<file path="src/pss_defs.svh">
`ifndef PSS_DEFS_SVH
`define PSS_DEFS_SVH
`define PSS_CLK_HZ 100000000
`define PSS_BAUD 19200
`define PSS_BIT_CYC (`PSS_CLK_HZ / `PSS_BAUD)
`define PSS_HALF_CYC (`PSS_BIT_CYC / 2)
`define PSS_DATA_BITS 8
`define PSS_CMD_FIRST 8'h10
`define PSS_CMD_LAST 8'h1f
`define PSS_CMD_OFF 8'h71
`define PSS_CHAN_OFF 5'h00
`define PSS_CHAN_MAX 5'h10
`endif

</file>
<file path="src/pss_pkg.sv">
package pss_pkg;
	typedef enum logic [1:0] {
		RX_IDLE = 2'b00,
		RX_START = 2'b01,
		RX_DATA = 2'b10,
		RX_STOP = 2'b11
	} pss_rx_state_t;
	typedef enum logic [1:0] {
		TX_IDLE = 2'b00,
		TX_START = 2'b01,
		TX_DATA = 2'b10,
		TX_STOP = 2'b11
	} pss_tx_state_t;
endpackage

</file>
<file path="src/pss_tx_if.sv">
`timescale 1ns/1ns
interface pss_tx_if;
	logic valid;
	logic ready;
	logic [7:0] data;
	modport src (output valid, output data, input ready);
	modport snk (input valid, input data, output ready);
endinterface

</file>
<file path="src/pss_serial_port_select.sv">
// Notes on behaviour
// RQ1: The link runs at 19200 baud, eight data bits, no parity and one stop bit both ways.
// RQ2: No flow control of any kind is used; bytes go out without handshake pins.
// RQ3: Every byte that is a valid command is echoed unchanged to the sender.
// RQ4: Each received byte is a whole command and alone decides the routed channel.
// RQ5: Bytes 10h to 1Fh pick channels 1 to 16, and 71h deselects all and blanks video.
// RQ6: Every change of selected channel sends that channel's command on the auxiliary output; here changes made during a send collapse to the latest channel.
// RQ7: A byte equal to a leader's channel-change command switches this unit to that channel.
// RQ8: A follower's transmit line must never be wired back to the leader's receive input.
// RQ9: A byte outside the command set changes nothing and is not echoed.
`timescale 1ns/1ns
`include "pss_defs.svh"
module pss_serial_port_select (
	input wire logic ref_clk_i,
	input wire logic sys_rst_i,
	input wire logic rxd_i,
	input wire logic chan_set_i,
	input wire logic [4:0] chan_set_val_i,
	output logic txd_o,
	output logic aux_txd_o,
	output logic [4:0] chan_o,
	output logic video_on_o,
	output logic frame_err_o
);
	function automatic logic pss_is_cmd(input logic [7:0] b);
		logic in_range;
		logic is_off;
		in_range = (b >= `PSS_CMD_FIRST) && (b <= `PSS_CMD_LAST);
		is_off = (b == `PSS_CMD_OFF);
		return in_range || is_off;
	endfunction
	function automatic logic [4:0] pss_cmd_to_chan(input logic [7:0] b);
		logic [4:0] c;
		if (b == `PSS_CMD_OFF) begin
			c = `PSS_CHAN_OFF;
		end else begin
			// Low nibble counts channels from zero
			c = {1'b0, b[3:0]} + 5'h01;
		end
		return c;
	endfunction
	function automatic logic [7:0] pss_chan_to_cmd(input logic [4:0] c);
		logic [7:0] b;
		if (c == `PSS_CHAN_OFF) begin
			b = `PSS_CMD_OFF;
		end else begin
			// Channel 16 wraps the nibble to 0xf
			b = `PSS_CMD_FIRST + {4'h0, c[3:0] - 4'h1};
		end
		return b;
	endfunction

	// Receiver, sampling at mid bit; rxd is taken as synchronous
	pss_pkg::pss_rx_state_t rx_state_q;
	logic [15:0] rx_cnt_q;
	logic [2:0] rx_bit_q;
	logic [7:0] rx_sh_q;
	logic rx_done_q;
	logic [7:0] rx_byte_q;
	logic stop_at;
	always_ff @(posedge ref_clk_i) begin
		if (sys_rst_i) begin
			rx_state_q <= pss_pkg::RX_IDLE;
			rx_cnt_q <= 16'h0000;
			rx_bit_q <= 3'h0;
			rx_sh_q <= 8'h00;
		end else begin
			case (rx_state_q)
				pss_pkg::RX_IDLE: begin
					rx_cnt_q <= 16'h0000;
					if (!rxd_i) begin
						rx_state_q <= pss_pkg::RX_START;
					end
				end
				pss_pkg::RX_START: begin
					if (rx_cnt_q == 16'(`PSS_HALF_CYC - 1)) begin
						rx_cnt_q <= 16'h0000;
						rx_bit_q <= 3'h0;
						// Glitch shorter than half a bit is dropped
						rx_state_q <= rxd_i ? pss_pkg::RX_IDLE : pss_pkg::RX_DATA;
					end else begin
						rx_cnt_q <= rx_cnt_q + 16'h0001;
					end
				end
				pss_pkg::RX_DATA: begin
					if (rx_cnt_q == 16'(`PSS_BIT_CYC - 1)) begin
						rx_cnt_q <= 16'h0000;
						rx_sh_q <= {rxd_i, rx_sh_q[7:1]}; // RQ1
						rx_bit_q <= rx_bit_q + 3'h1;
						if (rx_bit_q == 3'(`PSS_DATA_BITS - 1)) begin
							rx_state_q <= pss_pkg::RX_STOP;
						end
					end else begin
						rx_cnt_q <= rx_cnt_q + 16'h0001;
					end
				end
				pss_pkg::RX_STOP: begin
					if (rx_cnt_q == 16'(`PSS_BIT_CYC - 1)) begin
						rx_state_q <= pss_pkg::RX_IDLE;
					end else begin
						rx_cnt_q <= rx_cnt_q + 16'h0001;
					end
				end
				default: rx_state_q <= pss_pkg::RX_IDLE;
			endcase
		end
	end

	// Stop bit verdict; no parity bit, a missing stop bit discards the byte
	always_comb begin
		stop_at = (rx_state_q == pss_pkg::RX_STOP) && (rx_cnt_q == 16'(`PSS_BIT_CYC - 1));
	end
	always_ff @(posedge ref_clk_i) begin
		if (sys_rst_i) begin
			rx_done_q <= 1'b0;
			rx_byte_q <= 8'h00;
			frame_err_o <= 1'b0;
		end else begin
			rx_done_q <= stop_at && rxd_i; // RQ1
			frame_err_o <= stop_at && !rxd_i;
			if (stop_at && rxd_i) begin
				rx_byte_q <= rx_sh_q;
			end
		end
	end

	// Channel selection; serial command wins over a local request in the same cycle
	logic [4:0] chan_q;
	logic video_q;
	logic chg_pend_q;
	logic echo_pend_q;
	logic [7:0] echo_byte_q;
	logic rx_valid;
	logic local_ok;
	logic [4:0] new_chan;
	logic do_set;
	logic chan_chg;
	always_comb begin
		rx_valid = rx_done_q && pss_is_cmd(rx_byte_q); // RQ4 RQ9
		local_ok = chan_set_i && (chan_set_val_i <= `PSS_CHAN_MAX);
		if (rx_valid) begin
			new_chan = pss_cmd_to_chan(rx_byte_q); // RQ5
		end else begin
			new_chan = chan_set_val_i;
		end
		do_set = rx_valid || local_ok;
		chan_chg = do_set && (new_chan != chan_q);
	end
	// Video flag kept as its own flop so the output needs no decode
	always_ff @(posedge ref_clk_i) begin
		if (sys_rst_i) begin
			chan_q <= `PSS_CHAN_OFF;
			video_q <= 1'b0;
		end else if (do_set) begin
			chan_q <= new_chan; // RQ7
			video_q <= (new_chan != `PSS_CHAN_OFF); // RQ5
		end
	end
	assign chan_o = chan_q;
	assign video_on_o = video_q;

	// Pending flags: a new event wins over the clear of the old one
	pss_tx_if echo_if ();
	pss_tx_if aux_if ();
	always_ff @(posedge ref_clk_i) begin
		if (sys_rst_i) begin
			echo_pend_q <= 1'b0;
			echo_byte_q <= 8'h00;
		end else if (rx_valid) begin
			echo_pend_q <= 1'b1; // RQ3
			echo_byte_q <= rx_byte_q;
		end else if (echo_if.ready) begin
			echo_pend_q <= 1'b0;
		end
	end
	always_ff @(posedge ref_clk_i) begin
		if (sys_rst_i) begin
			chg_pend_q <= 1'b0;
		end else if (chan_chg) begin
			chg_pend_q <= 1'b1; // RQ6
		end else if (aux_if.ready) begin
			chg_pend_q <= 1'b0;
		end
	end
	// Only the latest channel is sent; changes made during a send collapse to one byte
	assign echo_if.valid = echo_pend_q;
	assign echo_if.data = echo_byte_q;
	assign aux_if.valid = chg_pend_q;
	assign aux_if.data = pss_chan_to_cmd(chan_q); // RQ6

	// Two free-running transmitters, no handshake lines exist
	pss_uart_tx u_echo_tx ( // RQ2
		.ref_clk_i(ref_clk_i),
		.sys_rst_i(sys_rst_i),
		.req(echo_if),
		.txd_o(txd_o)
	);
	pss_uart_tx u_aux_tx (
		.ref_clk_i(ref_clk_i),
		.sys_rst_i(sys_rst_i),
		.req(aux_if),
		.txd_o(aux_txd_o)
	);
endmodule

</file>
<file path="src/pss_uart_tx.sv">
`timescale 1ns/1ns
`include "pss_defs.svh"
module pss_uart_tx (
	input wire logic ref_clk_i,
	input wire logic sys_rst_i,
	pss_tx_if.snk req,
	output logic txd_o
);
	pss_pkg::pss_tx_state_t state_q;
	logic [15:0] cnt_q;
	logic [2:0] bit_q;
	logic [7:0] sh_q;
	assign req.ready = (state_q == pss_pkg::TX_IDLE);
	always_ff @(posedge ref_clk_i) begin
		if (sys_rst_i) begin
			state_q <= pss_pkg::TX_IDLE;
			cnt_q <= 16'h0000;
			bit_q <= 3'h0;
			sh_q <= 8'h00;
			txd_o <= 1'b1;
		end else begin
			case (state_q)
				pss_pkg::TX_IDLE: begin
					txd_o <= 1'b1;
					if (req.valid) begin
						sh_q <= req.data;
						txd_o <= 1'b0;
						cnt_q <= 16'h0000;
						state_q <= pss_pkg::TX_START;
					end
				end
				pss_pkg::TX_START, pss_pkg::TX_DATA: begin
					if (cnt_q == 16'(`PSS_BIT_CYC - 1)) begin
						cnt_q <= 16'h0000;
						if (state_q == pss_pkg::TX_START) begin
							bit_q <= 3'h0;
							state_q <= pss_pkg::TX_DATA;
							txd_o <= sh_q[0];
						end else if (bit_q == 3'h7) begin
							state_q <= pss_pkg::TX_STOP;
							txd_o <= 1'b1;
						end else begin
							bit_q <= bit_q + 3'h1;
							txd_o <= sh_q[bit_q + 3'h1];
						end
					end else begin
						cnt_q <= cnt_q + 16'h0001;
					end
				end
				pss_pkg::TX_STOP: begin
					if (cnt_q == 16'(`PSS_BIT_CYC - 1)) begin
						state_q <= pss_pkg::TX_IDLE;
						cnt_q <= 16'h0000;
					end else begin
						cnt_q <= cnt_q + 16'h0001;
					end
				end
				default: state_q <= pss_pkg::TX_IDLE;
			endcase
		end
	end
endmodule

</file>
<file path="config.mk">
export PLATFORM = sky130hd
export DESIGN_NAME = pss_serial_port_select
export DESIGN_NICKNAME = d
export VERILOG_FILES = /design/src/pss_pkg.sv /design/src/pss_tx_if.sv /design/src/pss_serial_port_select.sv /design/src/pss_uart_tx.sv
export VERILOG_INCLUDE_DIRS = /design/src
export SDC_FILE = /design/constraint.sdc
export NUM_CORES = 1
export LEC_CHECK = 0
export BUFFER_PORTS_ARGS = -buffer_cell sky130_fd_sc_hd__buf_2
export CORE_MARGIN = 2
export CORE_UTILIZATION = 41
export CTS_BUF_LIST = sky130_fd_sc_hd__clkbuf_8
export DETAILED_ROUTE_END_ITERATION = 8
export PLACE_DENSITY = 0.67
export SLEW_MARGIN = 20
export SYNTH_ARGS = -nofsm -noshare
export SYNTH_HDL_FRONTEND = slang
export SYNTH_SLANG_ARGS = --single-unit
</file>
<file path="constraint.sdc">
create_clock -name ref_clk_i -period 2.5 [get_ports ref_clk_i]
set_input_delay 0.5 -clock ref_clk_i [delete_from_list [all_inputs] [get_ports ref_clk_i]]
set_output_delay 0.5 -clock ref_clk_i [all_outputs]
set_load 0.03 [all_outputs]
</file>
# == After elaboration in Yosys (flattened, before gate mapping) ==
# Cells that the tools add are included.
# word_totals
register_bits,115
romBits,0
mem_bits_rw,0
out_inout_bits,9
n_memories,0
input_bits,9
latchBits,0
# classes
n_eq_ne,34
reduce_logical,35
muxes,57
n_addsub,9
n_shift,0
n_lt_le_gt_ge,5
bitwise,0
multipliers,0
div_mod_pow,0
# ops
operator,n
16-bit 2-to-1 mux,7
16-bit one-hot mux with 2 select lines,2
16-bit one-hot mux with 4 select lines,1
"16-bit by 1-bit adder with 16-bit output, second input constant",3
"16-bit by 13-bit == test with 1-bit output, second input constant",3
2-bit 2-to-1 mux,16
3-bit 2-to-1 mux,6
"16-bit by 12-bit == test with 1-bit output, second input constant",1
"2-bit != test, second input constant",8
1-bit 2-to-1 mux,14
"2-bit == test, second input constant",6
"2-bit by 1-bit != test with 1-bit output, second input constant",6
2-bit one-hot mux with 3 select lines,2
5-bit 2-to-1 mux,2
2-bit AND reduction,5
2-bit nonzero test,5
"3-bit by 1-bit adder with 3-bit output, second input constant",3
"3-bit == test, second input constant",3
3-bit AND reduction,3
"8-bit by 7-bit == test with 1-bit output, second input constant",1
"8-bit by 5-bit >= comparator with 1-bit output, second input constant",1
"8-bit by 5-bit <= comparator with 1-bit output, second input constant",1
"3-bit by 4-bit < comparator with 1-bit output, second input constant",2
2-bit one-hot mux with 4 select lines,1
21 further kinds,38

# == Logic depth before layout (Yosys ltp) ==
# logic_depth
word_depth,8
depth_mapped,10
depth_no_buf,8

# == Hierarchy ==
# A second synthesis with hierarchy kept.
# hier_totals
hier_cells,689
area_unflattened_um2,5793.1
# by_module_without_submodules
module,cells_per_inst,area_each_um2,instances
pss_serial_port_select,288,2572.5,1
pss_uart_tx at u_aux_tx,201,1610.3,1
pss_uart_tx at u_echo_tx,200,1610.3,1

# == Worst setup path after synthesis ==
# Ideal clock, no wire load.
# synth_path
path_kind,reg2reg
start,reg u_echo_tx.bit_q[0]
end,reg u_echo_tx.txd_o
period_less_slack_ps,2138
path_buffers,0
setup_slack_ps,362
arrival_time_ps,2019
stages_incl_launch_ff,7
cell_sequence,dfxtp_1 -> ha_1 -> mux4_1 -> mux2_4 -> o311ai_2 -> o21ai_1 -> a211o_1
# synth_via
elab_chain_cells,7
word_cells_on_any_way,8
classes_between,1 x add/sub; 1 x eq/ne; 6 x mux
# synth_rtl
item,line_no,text
start: declaration,pss_uart_tx.sv:11,logic [2:0] bit_q;
start signal: assignment,pss_uart_tx.sv:43,bit_q <= bit_q + 3'h1;
3-bit by 1-bit adder with 3-bit output,pss_uart_tx.sv:44,txd_o <= sh_q[bit_q + 3'h1];
1-bit binary-select mux with 3-bit select,pss_uart_tx.sv:44,
1-bit 2-to-1 mux (implied by the code),pss_uart_tx.sv:44,
1-bit 2-to-1 mux (*),pss_uart_tx.sv:39,end else if (bit_q == 3'h7) begin
1-bit 2-to-1 mux (*),pss_uart_tx.sv:35,if (state_q == pss_pkg::TX_START) begin
1-bit 2-to-1 mux (*),pss_uart_tx.sv:33,if (cnt_q == 16'(`PSS_BIT_CYC - 1)) begin
1-bit one-hot mux with 2 select lines (*),pss_uart_tx.sv:22,case (state_q)
end signal: assignment,pss_uart_tx.sv:38,txd_o <= sh_q[0];
end signal: assignment,pss_uart_tx.sv:44,
end: declaration,pss_uart_tx.sv:7,output logic txd_o
# Mark *: on every way between the ends. The rest lies on a longest branch, timed or not. The select of a mux whose other input is x is not followed.
# A chain may end at the register's enable or synchronous reset.

# == Final worst setup path ==
# Ends and elaborated chain as after synthesis.

==> flow_metrics.env <==
export IMPL_synth_ff_type="dfxtp_1"
export IMPL_wl_per_cell_um=12.50
export IMPL_powerDensity_nw_per_um2=694.4
export IMPL_cts_setup_buffers=0
export IMPL_clockBufferDepth=2
export IMPL_slew_headroom_pct=55.55
export IMPL_portBuffers=17
export IMPL_irDropWorstVdd_uv=347.8
export IMPL_ys_seq_area_share_pct=41.25
export IMPL_syn_area_per_cell_um2=8.529
export IMPL_grt_pass1_wl_um=18690
export IMPL_synth_distinct_cells=64
export IMPL_rsz0062_at_grt="false"
export IMPL_syn_num_nets=673
export IMPL_ys_ff_latch=113
export IMPL_die_area_um2=14320
export IMPL_antenna_found_initial=0
export IMPL_drtAntennaViolNets=0
export IMPL_grt_pass1_vias=4136
export IMPL_finalHoldViolations=0
export IMPL_numCtsBuffers=17
export IMPL_overflow=0
export IMPL_cts_root_buf="clkbuf_8"
export IMPL_synthCells=643
export IMPL_tritoncts="done"
export IMPL_dr_pass1_iters=4
export IMPL_setup_viol=0
export IMPL_p_leak_uw=0.002139
export IMPL_drv_cap=0
export IMPL_htreeDepth=4
export IMPL_die_h_um=119.7
export IMPL_finalCritPeriodShare_pct=90.21
export IMPL_grt_usage_pct=15.80
export IMPL_die_w_um=119.7
export IMPL_dr_first_iter_drc_count=197
export IMPL_rows=42
export IMPL_clk_latency_ns=0.43
export IMPL_ctsHoldBuffers=0
export IMPL_ys_warn_count=0
export IMPL_nets=689
export IMPL_synthesis_area_um2=5484
export IMPL_synth_edf_count=0
export IMPL_critPathKind="register to register"
export IMPL_worstPathRequired_ns=2.81
export IMPL_layout_drive_gt1_share_pct=10.86
export IMPL_fin_setup_tns_ns=0
export IMPL_place_congestion=0.8532
export IMPL_skew_ns=0.01158
export IMPL_tightest_slew_ns=0.6654
export IMPL_final_cells=848
export IMPL_io_pins=18
export IMPL_fmax_mhz=443.4
export IMPL_clkSinkCount=113
export IMPL_holdCritPathClass="input pin to register"
export IMPL_start_kind="register"
export IMPL_cp_end_kind="register"
export IMPL_crit_arrival_ns=2.57
export IMPL_via_count=4337
export IMPL_slew_violations=0
export IMPL_syn_to_final_growth_pct=11.96
export IMPL_drc=0
export IMPL_path_max_fanout=4
export IMPL_diodes=0
export IMPL_start_util_pct=41.74
export IMPL_min_period_ns=2.255
export IMPL_place_inst=816
export IMPL_outcome="finished clean"
export IMPL_hpwl_um=7445
export IMPL_fillers=1307
export IMPL_synthArstFlopShare_pct=0
export IMPL_core_um2=13140
export IMPL_multi_input_comb_area_um2=3015
export IMPL_grt_max_degree=37
export IMPL_wirelength_um=10600
export IMPL_post_cts_resized=0
export IMPL_cts_reportedPaths_clkPinSlew_ns=0.07
export IMPL_vias_per_cell=5.114
export IMPL_regArea_um2=2262
## stage by stage
step	instance area (um^2)	utilization (%)	worst slack (ns)	power, uW	hold WS, ns
6_report	6140	46.73	0.2447	4263	0.4449
5_1_grt	6140	46.73	0.1140	4464	0.4407
4_1_cts	6140	46.73	0.1996	4317	0.4124
3_5_place_dp	5684	43.27	0.2243	2377	0.4497
3_3_place_gp	5684	43.27	0.2965	2368	0.4410
2_1_floorplan	5484	-	0.3616	2276	0.4270
## layout make-up
type,count,share of cell area (%)
Inverter,17,1.039
Clock buffer,20,4.483
Clock inverter,12,2.935
Timing Repair Buffer,22,1.997
Sequential cell,113,36.85
Multi-Input combinational cell,488,49.11
Tap cell,176,3.587
## final timing paths
path                                         start  cells past startpoint  slack (ns)                 to
worst max-delay path            u_echo_tx.bit_q[0]                      6        0.24    u_echo_tx.txd_o
worst min-delay path                         rxd_i                      3        0.44         rx_sh_q[7]
worst max register to register  u_echo_tx.bit_q[0]                      6        0.24    u_echo_tx.txd_o
worst min register to register      echo_byte_q[3]                      2        0.44  u_echo_tx.sh_q[3]
## cells in the mapped netlist (5+ instances only)
cell type	count	area share (%)
xnor2_1	22	3.5
nand4b_1	5	0.80
nand2_1	87	6.0
nor2_1	87	6.0
nor3_1	18	1.6
and4_1	5	0.80
xor2_1	25	4.0
buf_2	6	0.55
nand4_1	9	1.0
o21ai_0	16	1.5
nand3_1	33	3.0
inv_1	17	1.2
ha_1	21	4.8
mux2i_1	9	1.6
dfxtp_1	113	41
and2_1	6	0.68
a21oi_1	50	4.6
clkbuf_1	12	0.82
nand2b_1	8	0.91
a22oi_1	8	1.1
nor3b_1	6	0.82
## routing by layer
metal  share of wire (%)  vias up  GRT usage (%)
met2                  46       50          25.39
met4                 1.1        0          6.691
met5                   0        -              0
li1                    -     2263              -
met1                  50     2016          20.23
met3                 2.7        8          3.897
## flip-flops by register name, indices dropped and copies added (netlist names), 3 cells and up, named ones only
register,flops
u_echo_tx.sh_q,8
rx_byte_q,8
u_echo_tx.cnt_q,16
u_aux_tx.cnt_q,16
rx_bit_q,3
echo_byte_q,8
u_aux_tx.sh_q,6
rx_sh_q,8
u_aux_tx.bit_q,3
u_echo_tx.bit_q,3
rx_cnt_q,16
chan_o,5
## worst max-delay path: stages, from the launching register on
cell      delay [ns]
dfxtp_1         0.36
ha_1            0.36
mux4_1          0.57
mux2_4          0.28
o311ai_2        0.20
o21ai_1         0.09
a211o_1         0.28
## power breakdown
part | internal (uW) | leakage, uW | switching (uW)
clock | 1170 | 0.000214 | 755
sequential | 1850 | 0.000913 | 44.3
combinational | 166 | 0.00101 | 282
## cells in the final DEF, fill, tap and decap left out, drive strengths merged, types with 9 or more instances in the layout
cell    netlist  final
dfxtp       113    113
buf          13     22
mux2i         9      9
nand2        89     89
nand3        33     33
clkbuf       12     20
nand4        10     10
inv          17     18
xnor2        22     22
nor3         19     19
ha           21     21
nor2         88     88
xor2         25     25
o21ai        17     17
a21oi        52     52
## cell families (layout without fill, tap and decap cells)
kind of cell / Yosys count / in the layout / synth area share (%)
xor gates and xnor gates: 47 / 47 / 7.506
muxes: 15 / 15 / 3.696
adders and majority gates: 21 / 21 / 4.791
DFF: 113 / 113 / 41.25
buffers and inverters: 42 / 71 / 3.764
and+or+nand+nor: 303 / 303 / 27.67
AOI/OAI and AO/OA: 102 / 102 / 11.32
No activity file was read; power rests on OpenSTA's default activity.
